===== src/verilog/analog_bank_consts.svh =====
`ifndef ANALOG_BANK_CONSTS_SVH
`define ANALOG_BANK_CONSTS_SVH

// ----------------------------------------------------------------------------
// register indices (byte address is four times the index)
// ----------------------------------------------------------------------------
`define INDEX_WIDTH             9
`define LOOPBACK_INDEX          9'h088
`define CMP_CTL_INDEX           9'h08B
`define LOCK_INDEX              9'h08E
`define PIN_LOW_INDEX           9'h10A
`define PIN_HIGH_INDEX          9'h118

// ----------------------------------------------------------------------------
// field positions
// ----------------------------------------------------------------------------
`define LOOPBACK_ADC_A_BIT      0
`define CMP_MASTER_EN_BIT       15
`define CMP_LDAC_OUT_BIT        0
`define LOCK_WIDTH              11
`define LOCK_CMP_CTL_BIT        10
`define LOCK_VREG_BIT           9
`define LOCK_LOW_NEG_MUX_BIT    8
`define LOCK_HIGH_NEG_MUX_BIT   7
`define LOCK_LOW_POS_MUX_BIT    6
`define LOCK_HIGH_POS_MUX_BIT   5
`define LOCK_VMON_BIT           2
`define LOCK_REF_BIT            1
`define LOCK_TSNS_BIT           0
`define PIN_LOW_MASK            32'h1030_3000
`define PIN_HIGH_MASK           32'h0004_005D

// ----------------------------------------------------------------------------
// reset values and bus codes
// ----------------------------------------------------------------------------
`define LOCK_RESET              11'h000
`define PIN_RESET               32'h0000_0000
`define DATA_WIDTH              32
`define HSIZE_WORD              3'h2
`define ADC_CHANNEL_MAX_WIDTH   8

`endif


===== src/verilog/analog_bank_pkg.sv =====
`include "analog_bank_consts.svh"

package analog_bank_pkg;

  typedef enum logic [1:0] {
    PORT_IDLE,
    PORT_WRITE,
    PORT_READ_WAIT,
    PORT_READ_DONE
  } port_phase_type;

  typedef struct packed {
    port_phase_type                 phase;
    logic [`INDEX_WIDTH-1:0]        index;
    logic                           write_ok;
    logic [`DATA_WIDTH-1:0]         hrdata;
  } port_state_type;

  typedef struct packed {
    logic                              loopback;
    logic                              cmp_master_en;
    logic                              cmp_ldac_out;
    logic [`LOCK_WIDTH-1:0]            lock;
    logic [`DATA_WIDTH-1:0]            pin_low;
    logic [`DATA_WIDTH-1:0]            pin_high;
    logic [`ADC_CHANNEL_MAX_WIDTH-1:0] adc_channel;
  } bank_state_type;

endpackage


===== src/verilog/analog_config_lock_bank.sv =====
// Behaviour
// RULE1 - loopback bit routes comparator DAC to ADC A
// RULE2 - loopback overrides ADC A channel selection
// RULE3 - comparator control ignored unless master enable set
// RULE4 - control bit 0 frees low comparator DAC
// RULE5 - set lock bit blocks writes to protected register
// RULE6 - lock bits write-once, cleared only by reset
// RULE7 - lock bits 10, 9, 8 assignment
// RULE8 - lock bits 7, 6, 5 assignment
// RULE9 - lock bits 2, 1, 0; 4, 3 reserved
// RULE10 - pin enable bit switches analog pin function
// RULE11 - low enable bits 28,21,20,13,12 control pins
// RULE12 - high enable bits 18,6,4,3,2,0 control pins
// RULE13 - software sets pin enables once at init
// RULE14 - locked writes dropped silently, reads still work
`timescale 1ns/1ps
`include "analog_bank_consts.svh"

module analog_config_lock_bank #(
  parameter int                CHANNEL_WIDTH    = 5,
  parameter logic [7:0]        LOOPBACK_CHANNEL = 8'h00
) (
  // clock and resets
  input  wire logic                       hclk,
  input  wire logic                       hresetn,
  input  wire logic                       system_reset_n,
  // ahb-lite slave
  input  wire logic                       hsel,
  input  wire logic [31:0]                haddr,
  input  wire logic [1:0]                 htrans,
  input  wire logic                       hwrite,
  input  wire logic [2:0]                 hsize,
  input  wire logic                       hready,
  input  wire logic [31:0]                hwdata,
  output logic                            hreadyout,
  output logic                            hresp,
  output logic [31:0]                     hrdata,
  // adc a input selection
  input  wire logic [CHANNEL_WIDTH-1:0]   adc_channel_select,
  output logic [CHANNEL_WIDTH-1:0]        adc_a_sample_channel,
  output logic                            dac_to_adc_a_loopback,
  // comparator 1 low side
  output logic                            low_comparator_enable,
  output logic                            comp1_low_dac_output_enable,
  // write locks for the analog registers kept elsewhere
  output logic                            voltage_regulator_control_lock,
  output logic                            low_negative_mux_select_lock,
  output logic                            high_negative_mux_select_lock,
  output logic                            low_positive_mux_select_lock,
  output logic                            high_positive_mux_select_lock,
  output logic                            voltage_monitor_control_lock,
  output logic                            analog_reference_control_lock,
  output logic                            temperature_sensor_control_lock,
  // analog function enables of the pins
  output logic [31:0]                     analog_capable_pin_enable_low,
  output logic [31:0]                     analog_capable_pin_enable_high
);

  // ----------------------------------------------------------------------------
  // parameter checks
  // ----------------------------------------------------------------------------
  if (CHANNEL_WIDTH < 1 || CHANNEL_WIDTH > `ADC_CHANNEL_MAX_WIDTH) begin : g_bad_width
    $error("channel width out of range");
  end
  if (int'(LOOPBACK_CHANNEL) >= (1 << CHANNEL_WIDTH)) begin : g_bad_channel
    $error("loopback channel does not fit channel width");
  end

  // ----------------------------------------------------------------------------
  // helpers
  // ----------------------------------------------------------------------------
  function automatic logic hit(input logic [`INDEX_WIDTH-1:0] index,
                               input logic [`INDEX_WIDTH-1:0] target);
    hit = (index == target);
  endfunction

  function automatic logic [`ADC_CHANNEL_MAX_WIDTH-1:0] widen_channel(
      input logic [CHANNEL_WIDTH-1:0] channel);
    logic [`ADC_CHANNEL_MAX_WIDTH-1:0] wide;
    wide = '0;
    wide[CHANNEL_WIDTH-1:0] = channel;
    widen_channel = wide;
  endfunction

  // ----------------------------------------------------------------------------
  // bus port
  // ----------------------------------------------------------------------------
  logic                      reg_write;
  logic [`INDEX_WIDTH-1:0]   reg_index;
  logic [31:0]               reg_wdata;
  logic [31:0]               reg_rdata;

  ahb_register_port u_ahb_register_port (
    .hclk      (hclk),
    .hresetn   (hresetn),
    .hsel      (hsel),
    .haddr     (haddr),
    .htrans    (htrans),
    .hwrite    (hwrite),
    .hsize     (hsize),
    .hready    (hready),
    .hwdata    (hwdata),
    .hreadyout (hreadyout),
    .hresp     (hresp),
    .hrdata    (hrdata),
    .reg_write (reg_write),
    .reg_index (reg_index),
    .reg_wdata (reg_wdata),
    .reg_rdata (reg_rdata)
  );

  // ----------------------------------------------------------------------------
  // register state
  // ----------------------------------------------------------------------------
  analog_bank_pkg::bank_state_type state;
  analog_bank_pkg::bank_state_type next_state;

  always_comb begin
    next_state = state;
    // lock bits only accumulate ones; a written zero changes nothing
    if (reg_write && hit(reg_index, `LOCK_INDEX)) begin
      next_state.lock = state.lock | reg_wdata[`LOCK_WIDTH-1:0]; // RULE6 RULE9
    end
    if (reg_write && hit(reg_index, `LOOPBACK_INDEX)) begin
      next_state.loopback = reg_wdata[`LOOPBACK_ADC_A_BIT]; // RULE1
    end
    // locked writes fall through with an okay answer
    if (reg_write && hit(reg_index, `CMP_CTL_INDEX)
        && !state.lock[`LOCK_CMP_CTL_BIT]) begin // RULE5 RULE7 RULE14
      next_state.cmp_master_en = reg_wdata[`CMP_MASTER_EN_BIT];
      next_state.cmp_ldac_out  = reg_wdata[`CMP_LDAC_OUT_BIT];
    end
    if (reg_write && hit(reg_index, `PIN_LOW_INDEX)) begin
      next_state.pin_low = reg_wdata; // RULE10
    end
    if (reg_write && hit(reg_index, `PIN_HIGH_INDEX)) begin
      next_state.pin_high = reg_wdata; // RULE10
    end
    // adc a sample channel is forced while loopback is on
    next_state.adc_channel = state.loopback ? LOOPBACK_CHANNEL
                                            : widen_channel(adc_channel_select); // RULE2
    // system reset clears comparator control and locks, not pin enables
    if (!system_reset_n) begin
      next_state.cmp_master_en = 1'b0; // RULE3
      next_state.cmp_ldac_out  = 1'b0;
      next_state.lock          = `LOCK_RESET; // RULE6
    end
  end

  // external pin reset clears everything
  always_ff @(posedge hclk or negedge hresetn) begin
    if (!hresetn) begin
      state <= '0;
    end else begin
      state <= next_state;
    end
  end

  // ----------------------------------------------------------------------------
  // read mux
  // ----------------------------------------------------------------------------
  always_comb begin
    reg_rdata = 32'h0000_0000;
    case (reg_index)
      `LOOPBACK_INDEX: begin
        reg_rdata[`LOOPBACK_ADC_A_BIT] = state.loopback;
      end
      `CMP_CTL_INDEX: begin
        reg_rdata[`CMP_MASTER_EN_BIT] = state.cmp_master_en; // RULE14
        reg_rdata[`CMP_LDAC_OUT_BIT]  = state.cmp_ldac_out;
      end
      `LOCK_INDEX: begin
        reg_rdata[`LOCK_WIDTH-1:0] = state.lock;
      end
      `PIN_LOW_INDEX: begin
        reg_rdata = state.pin_low;
      end
      `PIN_HIGH_INDEX: begin
        reg_rdata = state.pin_high;
      end
      default: begin
        reg_rdata = 32'h0000_0000;
      end
    endcase
  end

  // ----------------------------------------------------------------------------
  // analog controls
  // ----------------------------------------------------------------------------
  assign dac_to_adc_a_loopback = state.loopback; // RULE1
  assign adc_a_sample_channel  = state.adc_channel[CHANNEL_WIDTH-1:0]; // RULE2

  // control bit 0 counts only while the master enable is set
  assign comp1_low_dac_output_enable = state.cmp_master_en && state.cmp_ldac_out; // RULE3 RULE4
  assign low_comparator_enable       = !(state.cmp_master_en && state.cmp_ldac_out); // RULE4

  assign voltage_regulator_control_lock  = state.lock[`LOCK_VREG_BIT]; // RULE7
  assign low_negative_mux_select_lock    = state.lock[`LOCK_LOW_NEG_MUX_BIT]; // RULE7
  assign high_negative_mux_select_lock   = state.lock[`LOCK_HIGH_NEG_MUX_BIT]; // RULE8
  assign low_positive_mux_select_lock    = state.lock[`LOCK_LOW_POS_MUX_BIT]; // RULE8
  assign high_positive_mux_select_lock   = state.lock[`LOCK_HIGH_POS_MUX_BIT]; // RULE8
  assign voltage_monitor_control_lock    = state.lock[`LOCK_VMON_BIT]; // RULE9
  assign analog_reference_control_lock   = state.lock[`LOCK_REF_BIT]; // RULE9
  assign temperature_sensor_control_lock = state.lock[`LOCK_TSNS_BIT]; // RULE9

  // reserved enable bits are stored and read back but drive no pin
  assign analog_capable_pin_enable_low  = state.pin_low & `PIN_LOW_MASK; // RULE11
  assign analog_capable_pin_enable_high = state.pin_high & `PIN_HIGH_MASK; // RULE12

endmodule // analog_config_lock_bank


===== src/verilog/ahb_register_port.sv =====
`timescale 1ns/1ps
`include "analog_bank_consts.svh"

module ahb_register_port (
  // clock and reset
  input  wire logic                          hclk,
  input  wire logic                          hresetn,
  // ahb-lite slave
  input  wire logic                          hsel,
  input  wire logic [31:0]                   haddr,
  input  wire logic [1:0]                    htrans,
  input  wire logic                          hwrite,
  input  wire logic [2:0]                    hsize,
  input  wire logic                          hready,
  input  wire logic [`DATA_WIDTH-1:0]        hwdata,
  output logic                               hreadyout,
  output logic                               hresp,
  output logic [`DATA_WIDTH-1:0]             hrdata,
  // register side
  output logic                               reg_write,
  output logic [`INDEX_WIDTH-1:0]            reg_index,
  output logic [`DATA_WIDTH-1:0]             reg_wdata,
  input  wire logic [`DATA_WIDTH-1:0]        reg_rdata
);

  analog_bank_pkg::port_state_type state;
  analog_bank_pkg::port_state_type next_state;
  logic                            take;

  // ----------------------------------------------------------------------------
  // phase tracking
  // ----------------------------------------------------------------------------
  // reads take one wait state so a write just before is already visible
  always_comb begin
    take = hsel && hready && htrans[1];
    next_state = state;
    case (state.phase)
      analog_bank_pkg::PORT_READ_WAIT: begin
        next_state.hrdata = reg_rdata;
        next_state.phase = analog_bank_pkg::PORT_READ_DONE;
      end
      default: begin
        next_state.phase = analog_bank_pkg::PORT_IDLE;
        if (take) begin
          next_state.index = haddr[`INDEX_WIDTH+1:2];
          next_state.write_ok = (hsize == `HSIZE_WORD);
          next_state.phase = hwrite ? analog_bank_pkg::PORT_WRITE
                                    : analog_bank_pkg::PORT_READ_WAIT;
        end
      end
    endcase
  end

  always_ff @(posedge hclk or negedge hresetn) begin
    if (!hresetn) begin
      state <= '0;
    end else begin
      state <= next_state;
    end
  end

  assign hreadyout = (state.phase != analog_bank_pkg::PORT_READ_WAIT);
  assign hresp     = 1'b0;
  assign hrdata    = state.hrdata;
  assign reg_write = (state.phase == analog_bank_pkg::PORT_WRITE) && state.write_ok;
  assign reg_index = state.index;
  assign reg_wdata = hwdata;

endmodule // ahb_register_port


===== config.mk =====
export PLATFORM = sky130hd
export DESIGN_NAME = analog_config_lock_bank
export DESIGN_NICKNAME = d
export VERILOG_FILES = /design/src/verilog/analog_bank_pkg.sv /design/src/verilog/analog_config_lock_bank.sv /design/src/verilog/ahb_register_port.sv
export VERILOG_INCLUDE_DIRS = /design/src /design/src/verilog
export SDC_FILE = /design/constraint.sdc
export NUM_CORES = 1
export LEC_CHECK = 0
export BUFFER_PORTS_ARGS = -buffer_cell sky130_fd_sc_hd__buf_2
export CORE_MARGIN = 2
export CORE_UTILIZATION = 30
export CTS_CLUSTER_SIZE = 30
export DETAILED_ROUTE_END_ITERATION = 12
export GPL_TIMING_DRIVEN = 0
export REMOVE_ABC_BUFFERS = 1
export SYNTH_ARGS = -nofsm -noshare
export SYNTH_HDL_FRONTEND = slang
export SYNTH_HIERARCHICAL = 1
export SYNTH_SLANG_ARGS = --single-unit

===== constraint.sdc =====
create_clock -name hclk -period 2.95 [get_ports hclk]
set_input_delay 0.295 -clock hclk [delete_from_list [all_inputs] [get_ports hclk]]
set_output_delay 0.295 -clock hclk [all_outputs]
set_load 0.01 [all_outputs]

==> flow_summary.json <==
{
  "crit_path_max_incr_delay_ns": 0.66,
  "routed.top_layer": "met4",
  "worst-setup-path-type": "reg -> out",
  "critPathLaunchType": "flip-flop",
  "fin_hold_ws_ns": 0.0856,
  "start_util": 0.306,
  "yosysTopAreaCell": "dfrtp_1",
  "io_buffers": 115,
  "p_leak_nw": 3.81,
  "clkPwrFrac": 0.482,
  "min_path_type": "in -> reg",
  "yosysSeqAreaShare": 0.476,
  "netlist_area_um2": 6680,
  "fin_tns_setup_ns": 0,
  "row_count": 54,
  "whs_endpoint": "u_ahb_register_port/state[43]$_DFF_PN0_",
  "switchingPower_mw": 1.30,
  "fin_crit_ns": 2.71,
  "path_cells": "nor2b_4 -> inv_2 -> buf_2",
  "slew_viol_final": 0,
  "synthXorXnorAreaFrac": 0,
  "hold_violations": 0,
  "ys_ff_latch": 127,
  "first_pass_iters": 4,
  "drt_wl_total_um": 15400,
  "multiInputGateArea_um2": 2430,
  "grt_max_degree": 67,
  "grt_pass1_vias": 4115,
  "max_freq_ghz": 0.368,
  "synth_mux_area_frac": 0.141,
  "path_max_fanout": 35,
  "grt_pass1_wl_um": 24300,
  "synth_top_family_by_area": "buffers and inverters",
  "crit_path_top_delay_cell": "nor2b_4",
  "final-setup-viol-count": 0,
  "wl_met2_um": 6890,
  "cts_tree": "done",
  "drt-initial-drc-count": 174,
  "arrival_ns": 2.42,
  "vias_per_cell": 4.41,
  "synth_edf_count": 0,
  "rsz0062_at_grt": "false",
  "fin_nets": 713,
  "ys_warn_count": 6,
  "synth_common_cells": "buf_4 (146), dfrtp_1 (127), nand2_1 (107)",
  "swShare": 0.278,
  "hold_start": "hwrite",
  "status": "finished clean",
  "syn2layout_area_growth_pct": 11.0,
  "synth-simple-area-share": 0.125,
  "cts_sinks": 127,
  "cp.required_ns": 2.65,
  "power.internal_mw": 3.38,
  "synth_fa_ha_area_frac": 0,
  "synth_compound_area_frac": 0.0620,
  "drc": 0,
  "synth-main-ff-cell": "dfrtp_1",
  "rrSetupSlack_ns": 0.27,
  "fin_worst_skew_ns": 0.0141,
  "r2r-start": "u_ahb_register_port/reg_index[2]$_DFFE_PN0P_",
  "clockRootBuffer": "clkbuf_16",
  "tightest_slew_ns": 1.16,
  "overflow": 0,
  "dp_hpwl_um": 10100,
  "die_area_um2": 23500,
  "cp-end-kind": "primary output",
  "avgSynthCellArea_um2": 11.1,
  "ioPinCount": 194,
  "drt-wirelength-per-cell_um": 16.6,
  "clock_latency_ns": 0.42,
  "reg2reg_depth": 6,
  "powerDensity_nw_per_um2": 630,
  "min_period_over_period": 0.920,
  "grtUsageTotal": 0.136,
  "slew_headroom": 0.218,
  "ys_types": 42,
  "cts_buffer_depth": 2,
  "vias": 4080,
  "drt-met1-wl_um": 7560,
  "p_comb_frac": 0.108,
  "synth.most_common_cell": "buf_4",
  "dieHeight_um": 153,
  "pwr-share-seq": 0.410,
  "maxCapViolations": 0,
  "antenna_found_initial": 0,
  "async_flop_share": 1.00,
  "antenna_cells": 0,
  "vdd_ir_drop_max_mv": 0.434,
  "gp_congestion": 0.689,
  "htree_levels": 4,
  "drive_gt1_frac": 0.379,
  "final-seq-area_um2": 3180,
  "fillerInstances": 2250,
  "synth_top_area_frac": 0.476,
  "die_w_um": 153,
  "whs_path_depth": 2,
  "core_um2": 21800,
  "syn_inst": 601,
  "ant_nets": 0,
  "r2r_end": "u_ahb_register_port/hrdata[16]$_DFFE_PN0P_",
  "wl_met3_um": 632,
  "cts_inserted_buffers": 17,
  "synth_area_leaders": "dfrtp_1 (48%), buf_4 (16%), mux2_2 (8.3%)",
  "path_clk_slew_ns": 0.06
}
==> metal layers <==
metal / vias up / global-route usage
met5: - / 0
li1: 1910 / -
met2: 126 / 0.202
met1: 2017 / 0.190
met4: 0 / 0.0547
met3: 27 / 0.0337
==> worst max-delay path: cells and delay by family (launching register included) <==
family | cells | cell delay, ns
buffers and inverters | 2 | 0.83
and+or+nand+nor | 1 | 0.66
DFF | 1 | 0.49
==> worst max-delay path by stage <==
stage,startpoint,to,slack (ns),cells past startpoint
final,u_ahb_register_port/state[42]$_DFF_PN0_,hreadyout,0.24,3
after floorplan,u_ahb_register_port/reg_index[2]$_DFFE_PN0P_,u_ahb_register_port/hrdata[10]$_DFFE_PN0P_,-1.06,5
after global placement,u_ahb_register_port/reg_index[2]$_DFFE_PN0P_,u_ahb_register_port/hrdata[4]$_DFFE_PN0P_,-4.08,5
after global routing,u_ahb_register_port/state[43]$_DFF_PN0_,hreadyout,0.03,3
after CTS,u_ahb_register_port/reg_index[2]$_DFFE_PN0P_,u_ahb_register_port/hrdata[14]$_DFFE_PN0P_,0.04,7
after detailed placement,u_ahb_register_port/reg_index[2]$_DFFE_PN0P_,u_ahb_register_port/hrdata[14]$_DFFE_PN0P_,-0.24,7
==> flip-flops by register name (all words and copies together) (netlist names), 3 cells and up <==
| register | cells |
|---|---|
| adc_a_sample_channel | 5 |
| analog_capable_pin_enable_high | 6 |
| analog_capable_pin_enable_low | 5 |
| state | 58 |
| u_ahb_register_port/hrdata | 32 |
| u_ahb_register_port/reg_index | 9 |
| u_ahb_register_port/state | 3 |
==> layout by cell type (no fill, tap or decap), types with 3 or more instances in the layout <==
cell / n
buf_8: 3
buf_2: 114
nor2b_1: 14
nand2b_1: 3
a41oi_1: 8
dfrtp_1: 127
o21ai_0: 4
nor4_1: 11
mux2_2: 49
a22o_1: 20
inv_1: 12
mux2_4: 20
nor4_4: 3
conb_1: 54
clkbuf_16: 17
buf_4: 7
and4b_1: 3
clkinv_2: 3
mux2_1: 6
nand4_1: 3
nand2_1: 107
buf_6: 4
clkinvlp_4: 4
a21boi_0: 3
clkinv_4: 3
bufinv_16: 4
a221o_1: 10
==> kinds of logic after synthesis <==
| group | after synthesis |
|---|---|
| AOI/OAI and AO/OA | 48 |
| buffers and inverters | 184 |
| DFF | 127 |
| muxes | 77 |
| other | 2 |
| and+or+nand+nor | 163 |
==> power by group through the flow <==
stage	registers, mW	logic, mW	clock network (mW)
2_1_floorplan	1.90	0.266	0
3_3_place_gp	1.92	0.474	0
3_5_place_dp	1.93	0.497	0
4_1_cts	1.92	0.519	2.32
5_1_grt	1.93	0.561	2.42
6_report	1.92	0.507	2.25
==> stage by stage <==
stage / area [um^2] / setup WS, ns / cells / power, mW / util
finish: 7420 / 0.235 / 926 / 4.68 / 0.340
global route: 7420 / 0.0267 / 926 / 4.91 / 0.340
CTS: 7410 / 0.0436 / 924 / 4.76 / 0.339
detailed placement: 6730 / -0.241 / 888 / 2.43 / 0.309
global placement: 6550 / -4.08 / 877 / 2.40 / 0.300
floorplan: 5620 / -1.06 / 482 / 2.16 / -
==> area by class of cell <==
type                            count  share of cell area
Inverter                           13             0.00658
Multi-Input combinational cell    343               0.328
Timing Repair Buffer              131               0.105
Sequential cell                   127               0.428
Clock inverter                     14              0.0258
Tap cell                          280              0.0472
Clock buffer                       18              0.0592
==> repair_timing <==
item                                    CTS  global route
endpoints found under the hold margin    61             0
pin swaps                                 2             2
cloned                                    1             0
resized for setup                         1             0
hold buffers                              1             0
setup buffers                             2             2
endpoints found under the setup margin   38            18
Note: power is estimated with default switching activity, not from simulation.
